===== src/lcd_bridge_pkg.sv =====
package lcd_bridge_pkg;
  // ------------------------------------------------------------
  // register port
  // ------------------------------------------------------------
  localparam int ADDR_W = 12;
  localparam logic [11:0] OFS_COMMAND_BUSY = 12'h000;
  localparam logic [11:0] OFS_DATA_PORT = 12'h004;
  localparam logic [11:0] OFS_CAPTURED_READ = 12'h008;
  localparam logic [11:0] OFS_RAW_DONE_FLAG = 12'h00c;
  localparam logic [11:0] OFS_IRQ_MASK = 12'h010;
  localparam logic [11:0] OFS_MASKED_STATUS = 12'h014;
  localparam logic [11:0] OFS_PIN_CONTROL = 12'h04c;
  // ------------------------------------------------------------
  // pin control fields
  // ------------------------------------------------------------
  localparam int PIN_CS_BIT = 0;
  localparam int PIN_WR_BIT = 1;
  localparam int PIN_RESET_BIT = 3;
  localparam int PIN_RS_BIT = 4;
  localparam int PIN_RD_BIT = 5;
  localparam int PIN_BL_BIT = 6;
  localparam logic [31:0] PIN_CONTROL_WMASK = 32'h0000_007b;
  // strobes and chip select idle high, panel out of reset, lamp off
  localparam logic [31:0] PIN_CONTROL_RESET = 32'h0000_002b;
  localparam int DONE_FLAG_BIT = 0;
  localparam int MASK_BIT = 0;
  // ------------------------------------------------------------
  // panel bus timing
  // ------------------------------------------------------------
  localparam int CLK_PERIOD_NS = 20;
  localparam int PHASE_NS = 60;
  localparam int PHASE_CYC = (PHASE_NS + CLK_PERIOD_NS - 1) / CLK_PERIOD_NS;
  typedef enum logic [1:0] {E_IDLE, E_SETUP, E_STROBE, E_HOLD} eng_state_t;
endpackage : lcd_bridge_pkg


===== src/lcd_cycle_if.sv =====
`timescale 1ns/1ns
interface lcd_cycle_if;
  logic start;
  logic rd;
  logic rs;
  logic [7:0] wbyte;
  logic busy;
  logic done;
  logic [7:0] rbyte;
  modport ctl (output start, rd, rs, wbyte, input busy, done, rbyte);
  modport eng (input start, rd, rs, wbyte, output busy, done, rbyte);
endinterface : lcd_cycle_if


===== src/lcd_bus_engine.sv =====
`timescale 1ns/1ns
module lcd_bus_engine #(
  parameter int PHASE_CYC = lcd_bridge_pkg::PHASE_CYC
) (
  input wire logic clk_sys,
  input wire logic sys_rst,
  lcd_cycle_if.eng cyc,
  input wire logic idle_cs,
  input wire logic idle_wr,
  input wire logic idle_rd,
  input wire logic idle_rs,
  input wire logic [7:0] panel_data_in,
  output logic pin_cs,
  output logic pin_wr,
  output logic pin_rd,
  output logic pin_rs,
  output logic [7:0] pin_data_out,
  output logic pin_data_oe
);
  import lcd_bridge_pkg::*;

  // cycles from the taken start request to the done pulse
  localparam int CYC_LEN = 3 * PHASE_CYC + 1;

  if (PHASE_CYC < 1 || PHASE_CYC > 15) begin : g_chk
    $error("PHASE_CYC out of range");
  end

  typedef struct packed {
    eng_state_t st;
    logic [3:0] cnt;
    logic rd;
    logic rs;
    logic [7:0] wbyte;
    logic [7:0] rbyte;
    logic done;
    logic cs;
    logic wr;
    logic rdp;
    logic rsp;
    logic oe;
  } eng_t;

  eng_t s_r, s_nxt;
  logic act;

  // ------------------------------------------------------------
  // cycle sequencer
  // ------------------------------------------------------------
  always_comb begin
    s_nxt = s_r;
    s_nxt.done = 1'b0;
    act = 1'b0;
    case (s_r.st)
      E_IDLE: begin
        if (cyc.start) begin
          s_nxt.st = E_SETUP;
          s_nxt.cnt = 4'(PHASE_CYC - 1);
          s_nxt.rd = cyc.rd;
          s_nxt.rs = cyc.rs;
          s_nxt.wbyte = cyc.wbyte;
        end
      end
      E_SETUP: begin
        if (s_r.cnt == 4'h0) begin
          s_nxt.st = E_STROBE;
          s_nxt.cnt = 4'(PHASE_CYC - 1);
        end else begin
          s_nxt.cnt = s_r.cnt - 4'h1;
        end
      end
      E_STROBE: begin
        if (s_r.cnt == 4'h0) begin
          // sample at the end of the strobe, while data is still held
          if (s_r.rd) begin
            s_nxt.rbyte = panel_data_in;
          end
          s_nxt.st = E_HOLD;
          s_nxt.cnt = 4'(PHASE_CYC - 1);
        end else begin
          s_nxt.cnt = s_r.cnt - 4'h1;
        end
      end
      E_HOLD: begin
        if (s_r.cnt == 4'h0) begin
          s_nxt.st = E_IDLE;
          s_nxt.done = 1'b1;
        end else begin
          s_nxt.cnt = s_r.cnt - 4'h1;
        end
      end
      default: s_nxt.st = E_IDLE;
    endcase
    // pins follow the pin control register outside a cycle
    act = (s_nxt.st != E_IDLE);
    s_nxt.cs = act ? 1'b0 : idle_cs;
    s_nxt.rsp = act ? s_nxt.rs : idle_rs;
    s_nxt.wr = act ? !(s_nxt.st == E_STROBE && !s_nxt.rd) : idle_wr;
    s_nxt.rdp = act ? !(s_nxt.st == E_STROBE && s_nxt.rd) : idle_rd;
    s_nxt.oe = act && !s_nxt.rd;
  end

  always_ff @(posedge clk_sys) begin
    if (sys_rst) begin
      s_r <= '{st: E_IDLE, cnt: 4'h0, rd: 1'b0, rs: 1'b0, wbyte: 8'h00,
               rbyte: 8'h00, done: 1'b0, cs: 1'b1, wr: 1'b1, rdp: 1'b1,
               rsp: 1'b0, oe: 1'b0};
    end else begin
      s_r <= s_nxt;
    end
  end

  assign cyc.busy = (s_r.st != E_IDLE);
  assign cyc.done = s_r.done;
  assign cyc.rbyte = s_r.rbyte;
  assign pin_cs = s_r.cs;
  assign pin_wr = s_r.wr;
  assign pin_rd = s_r.rdp;
  assign pin_rs = s_r.rsp;
  assign pin_data_out = s_r.wbyte;
  assign pin_data_oe = s_r.oe;
endmodule : lcd_bus_engine


===== src/lcd_parallel_bus_bridge.sv =====
`timescale 1ns/1ns
// Notes on behaviour
// - write to command offset runs a panel command-register write cycle
// - read of command offset runs a panel busy-register read cycle
// - write to data offset runs a panel data-register write cycle
// - read of data offset runs a panel data-register read cycle
// - captured register holds last read byte in low eight bits
// - done flag bit 0 sets when a requested read delivers data
// - writing zero to flag bit 0 clears it until next read
// - mask bit 0 at one lets the done flag raise interrupt
// - masked status bit 0 reads flag AND mask bit 0
// - pin control bits drive backlight and reset, and drive strobes, select and chip select between cycles
// - panel is served over a parallel bus; touch lies elsewhere
module lcd_parallel_bus_bridge (
  input wire logic clk_sys,
  input wire logic sys_rst,
  input wire logic reg_sel,
  input wire logic reg_write,
  input wire logic [lcd_bridge_pkg::ADDR_W-1:0] reg_addr,
  input wire logic [31:0] reg_wdata,
  output logic [31:0] reg_rdata,
  output logic reg_ready,
  output logic panel_irq,
  output logic panel_chip_select,
  output logic panel_write_strobe,
  output logic panel_read_strobe,
  output logic panel_register_select,
  output logic panel_reset_line,
  output logic panel_backlight,
  input wire logic [7:0] panel_data_in,
  output logic [7:0] panel_data_out,
  output logic panel_data_oe
);
  import lcd_bridge_pkg::*;

  typedef struct packed {
    logic ready;
    logic [31:0] rdata;
    logic start;
    logic rd;
    logic rs;
    logic [7:0] wbyte;
    logic flag;
    logic mask;
    logic [7:0] capt;
    logic [31:0] misc;
    logic irq;
  } top_t;

  top_t s_r, s_nxt;
  logic take;
  logic port_hit;
  logic accept;
  logic read_done;

  lcd_cycle_if cyc ();

  // ------------------------------------------------------------
  // register port and flag logic
  // ------------------------------------------------------------
  always_comb begin
    s_nxt = s_r;
    s_nxt.ready = 1'b0;
    s_nxt.start = 1'b0;
    take = reg_sel && !s_r.ready;
    port_hit = (reg_addr == OFS_COMMAND_BUSY) || (reg_addr == OFS_DATA_PORT);
    // panel offsets wait while a cycle is pending, which stalls the cpu
    accept = take && !(port_hit && (s_r.start || cyc.busy));
    read_done = cyc.done && s_r.rd;
    if (accept) begin
      s_nxt.ready = 1'b1;
      s_nxt.rdata = 32'h0000_0000;
      if (port_hit) begin
        s_nxt.start = 1'b1;
        s_nxt.rd = !reg_write;
        s_nxt.rs = (reg_addr == OFS_DATA_PORT);
        s_nxt.wbyte = reg_wdata[7:0];
      end else if (reg_write) begin
        case (reg_addr)
          OFS_RAW_DONE_FLAG: begin
            if (!reg_wdata[DONE_FLAG_BIT]) begin
              s_nxt.flag = 1'b0;
            end
          end
          OFS_IRQ_MASK: s_nxt.mask = reg_wdata[MASK_BIT];
          OFS_PIN_CONTROL: s_nxt.misc = reg_wdata & PIN_CONTROL_WMASK;
          default: s_nxt.misc = s_r.misc;
        endcase
      end else begin
        case (reg_addr)
          OFS_CAPTURED_READ: s_nxt.rdata = {24'h000000, s_r.capt};
          OFS_RAW_DONE_FLAG: s_nxt.rdata = {31'h0, s_r.flag};
          OFS_MASKED_STATUS: s_nxt.rdata = {31'h0, s_r.flag & s_r.mask};
          OFS_PIN_CONTROL: s_nxt.rdata = s_r.misc;
          default: s_nxt.rdata = 32'h0000_0000;
        endcase
      end
    end
    // completion is applied last so it wins over a same-cycle clear
    if (read_done) begin
      s_nxt.capt = cyc.rbyte;
      s_nxt.flag = 1'b1;
    end
    s_nxt.irq = s_nxt.flag & s_nxt.mask;
  end

  always_ff @(posedge clk_sys) begin
    if (sys_rst) begin
      s_r <= '{ready: 1'b0, rdata: 32'h0000_0000, start: 1'b0, rd: 1'b0,
               rs: 1'b0, wbyte: 8'h00, flag: 1'b0, mask: 1'b0,
               capt: 8'h00, misc: PIN_CONTROL_RESET, irq: 1'b0};
    end else begin
      s_r <= s_nxt;
    end
  end

  assign cyc.start = s_r.start;
  assign cyc.rd = s_r.rd;
  assign cyc.rs = s_r.rs;
  assign cyc.wbyte = s_r.wbyte;
  assign reg_rdata = s_r.rdata;
  assign reg_ready = s_r.ready;
  assign panel_irq = s_r.irq;
  assign panel_reset_line = s_r.misc[PIN_RESET_BIT];
  assign panel_backlight = s_r.misc[PIN_BL_BIT];

  // ------------------------------------------------------------
  // panel bus sequencer
  // ------------------------------------------------------------
  lcd_bus_engine #(.PHASE_CYC(PHASE_CYC)) u_engine (
    .clk_sys(clk_sys),
    .sys_rst(sys_rst),
    .cyc(cyc.eng),
    .idle_cs(s_r.misc[PIN_CS_BIT]),
    .idle_wr(s_r.misc[PIN_WR_BIT]),
    .idle_rd(s_r.misc[PIN_RD_BIT]),
    .idle_rs(s_r.misc[PIN_RS_BIT]),
    .panel_data_in(panel_data_in),
    .pin_cs(panel_chip_select),
    .pin_wr(panel_write_strobe),
    .pin_rd(panel_read_strobe),
    .pin_rs(panel_register_select),
    .pin_data_out(panel_data_out),
    .pin_data_oe(panel_data_oe)
  );
endmodule : lcd_parallel_bus_bridge


===== config.mk =====
export PLATFORM = sky130hd
export DESIGN_NAME = lcd_parallel_bus_bridge
export DESIGN_NICKNAME = d
export VERILOG_FILES = /design/src/lcd_bridge_pkg.sv /design/src/lcd_cycle_if.sv /design/src/lcd_bus_engine.sv /design/src/lcd_parallel_bus_bridge.sv
export SDC_FILE = /design/constraint.sdc
export NUM_CORES = 1
export LEC_CHECK = 0
export ABC_AREA = 0
export BUFFER_PORTS_ARGS = -buffer_cell sky130_fd_sc_hd__buf_2
export CORE_ASPECT_RATIO = 0.6
export CORE_MARGIN = 2
export CORE_UTILIZATION = 45
export DETAILED_ROUTE_END_ITERATION = 10
export GPL_TIMING_DRIVEN = 0
export HOLD_SLACK_MARGIN = 0.15
export PLACE_DENSITY_LB_ADDON = 0.05
export SYNTH_ARGS = -nofsm -noshare
export SYNTH_HDL_FRONTEND = slang
export SYNTH_SLANG_ARGS = --single-unit
export TNS_END_PERCENT = 5

===== constraint.sdc =====
create_clock -name clk_sys -period 4.55 [get_ports clk_sys]
set_clock_uncertainty 0.05 [all_clocks]
set_input_delay 0.91 -clock clk_sys [delete_from_list [all_inputs] [get_ports clk_sys]]
set_output_delay 0.91 -clock clk_sys [all_outputs]
set_load 0.02 [all_outputs]

==> impl_results.md <==
* Status: complete, no violations
* Worst-Margin Slew at approximately 0.76 ns
* Register area share after synthesis at 0.436
* Synth top area share at 0.436
* Post-route clock period utilization at 0.496
* Post-DP HPWL at 5600 um
* PortBufs at between 50 and 60
* Residual DRC at 0
* H-Tree Depth at 3
* Worst path cell trace: buf_2 -> nor4_4 -> o211ai_1 -> nor3_1 -> a22o_1
* Overall routing resource usage at 0.207
* Filler cells at between 600 and 700
* RSZ-0062 raised after global routing: no
* Clock power frac at 0.497
* Endpoint class of the critical path: flop
* Drt total wl at 7520 um
* Mapped cell area at 0.00307 mm2
* Cell accounting for the most synthesized area: dfxtp_1
* Post-CTS resize count at 0
* Sw Share at 0.231
* Lkg Pwr at between 1.5 and 2 nW
* Total power at 1.46 mW
* Pint at ~1.1 mW
* Clock Latency Late Sink at 0.33 ns
* WL/cell at about 14 um
* Nets at ~500
* Core footprint at between 0.006 and 0.007 mm2
* WP data required at 4.77 ns
* Final Setup Violations at 0
* Worst hold slack at about 0.4 ns
* Grt total ovfl at 0
* Most common cell after layout, fill and taps aside: dfxtp_1
* Type of the most critical hold path: flop to flop
* Die Wd at between 100 and 150 um
* Post-CTS Setup Bufs at 0
* Peak supply drop at 0.000192 V
* DRT iter0 DRCs at 223
* N_diodes at 0
* Pwr Density at between 300 and 400 mW/mm2
* Initial antenna violation count at 0
* Non-Filler Instances at around 540
* Place WS at 1.93 ns
* Rel. slew slack at 0.494
* Slowest CP cell: nor3_1
* Chip height at 68.0 um
* Clk slew on worst S/H paths at roughly 0.050 ns
* Top FF cell, synth: dfxtp_1
* First-pass GRT wire length at between 10,000 and 15,000 um
* Logic pwr share at 0.094
* Max-cap violations at 0
* Sw power at roughly 0.34 mW
* Setup WS post-layout at ~2.3 ns
* Largest net degree at the start of global routing at 12
* Yosys warns at 0
* Top delay family on crit path: simple AND/OR/NAND/NOR gates
* Setup Crit Path Kind: input pin to flop
* TritonRoute pass-1 iters at 4
* CTS tree: built
* CTS Buffer Depth at 2
* Critical Path Max Stage Delay at 0.55 ns
* Largest cells by area after synthesis: dfxtp_1 (44%), buf_4 (9.8%), nand2_1 (5.4%)
* Via count of the routed design at roughly 2,700
* Post-layout minimum cycle time at about 2.3 ns
* Final setup TNS at 0 ns
* P&R area growth vs syn at 25.2%
* Vias in the first global route at approximately 2,300
* Vias/cell at a little over 5
* Critical Path Start Type: input pin
* Sequential share of power at 0.409
* #FFs+latches synth at 67
* Clk root buf: clkbuf_16
* Initial core utilization at 0.462
* Slew Viols, Final at 0
* Buffers and inverters on the worst path at 1
* Clock sink count at 67
* Worst-path fanout max at 6
* Register area at roughly 0.0013 mm2
* Routed Antenna Nets at 0
* Multi-input gate area at ~0.0014 mm2
* Hold Buf Count CTS at 0
* Max Freq at approximately 0.44 GHz
* Fraction of registers with async set/reset at 0
* Final Hold Fails at 0
* Post-synth cell types at 50
* Number of core rows at 23
* TritonCTS Buffers at 9
* Num ports at roughly 110
* Layout cell share with drive strength beyond 1 at 0.277
* Avg Inst Size Synth at a little under 9 um2
* Post-Synthesis Cells at 355
* Die area at between 0.007 and 0.008 mm2
* Worst Path Arrival at about 2.5 ns
* Most frequent cells in the layout: dfxtp_1 (67), buf_2 (57), nand2_1 (44), buf_4 (40), a21oi_1 (32)
* EDFF count, synth at 0
* GPL Wtd Cong at 0.857
* Placed insts at 519
-- sequential cells by signal (all words and copies together) (netlist names), 8 cells and up --
| register | cells |
|---|---|
| reg_rdata | 8 |
| cyc.wbyte | 8 |
| u_engine.s_r | 8 |
| u_engine.cyc.rbyte | 8 |
| s_r | 14 |
| u_engine.pin_data_out | 8 |
-- final cells by class --
cell class	instances	share of cell area
tap	87	0.0283
multi-input combinational	247	0.370
clock buffer	11	0.0605
sequential	67	0.349
timing repair buffer	54	0.0702
buffer	60	0.0985
clock inverter	5	0.0202
inverter	4	0.00390
-- through the flow --
stage               cell area, um2   util
finish                        3850  0.579
global placement              3540  0.532
CTS                           3850  0.579
detailed placement            3540  0.532
floorplan                     3160      -
global route                  3850  0.579
-- path summary, 6_finish.rpt --
path                                                     from                                     to  slack [ns]  cells after the start
worst max-delay path                              reg_addr[5]              reg_rdata[5]$_SDFFE_PP0N_        2.29                      5
worst min-delay path                cyc.wbyte[4]$_SDFFE_PP0P_  u_engine.pin_data_out[4]$_SDFFE_PP0P_        0.40                      2
worst max register to register  u_engine.s_r[24]$_SDFFE_PP0P_     u_engine.cyc.rbyte[0]$_SDFFE_PP0P_        2.54                      7
worst min register to register      cyc.wbyte[4]$_SDFFE_PP0P_  u_engine.pin_data_out[4]$_SDFFE_PP0P_        0.40                      2
-- cells by family (layout without fill, tap and decap cells) --
group	count (synthesis)	after routing	synth area share
flops	67	67	0.436
buf+inv	64	134	0.128
mux	13	13	0.0436
xor+xnor	1	1	0.00285
fa+ha+maj	2	2	0.00814
simple gates	128	128	0.215
other cells	1	24	0.00122
compound gates	79	79	0.165
-- layer usage --
layer / routed length (um) / vias to the layer above / track usage / part of all wire
met5: 0 / - / 0 / 0
met4: 60 / 0 / 0.0641 / 0.0080
met3: 640 / 7 / 0.0638 / 0.085
met2: 3050 / 98 / 0.294 / 0.41
met1: 3770 / 1228 / 0.299 / 0.50
li1: - / 1377 / - / -
-- worst register-to-register path: cells and delay by family, from the launching register on --
family        cells  cell delay (ns)
fa+ha+maj         1             0.14
buf+inv           2             0.34
flops             1             0.33
mux               1             0.22
simple gates      3             0.81
-- power groups by stage --
| stage | clock (mW) | combinational (mW) | sequential [mW] |
|---|---|---|---|
| 2_1_floorplan | 0 | 0.0921 | 0.613 |
| 3_3_place_gp | 0 | 0.135 | 0.609 |
| 3_5_place_dp | 0 | 0.136 | 0.609 |
| 4_1_cts | 0.738 | 0.137 | 0.596 |
| 5_1_grt | 0.769 | 0.153 | 0.597 |
| 6_report | 0.724 | 0.137 | 0.596 |
-- synthesized netlist by cell type (2+ instances only) --
master,count
a22o_1,12
buf_2,3
nor2_1,24
o21ai_0,14
inv_1,3
mux2i_1,10
and2_1,3
buf_4,40
clkbuf_1,15
or3_1,2
a31o_2,2
nand2_1,44
o31ai_1,5
nand3b_1,2
a211oi_1,2
ha_1,2
nor3_1,10
nor2b_1,2
mux2_2,3
nand4_1,7
a311oi_1,2
buf_1,2
a21oi_1,32
dfxtp_1,67
nand3_1,20
o32a_1,3
(Power assumes the default switching activity.)
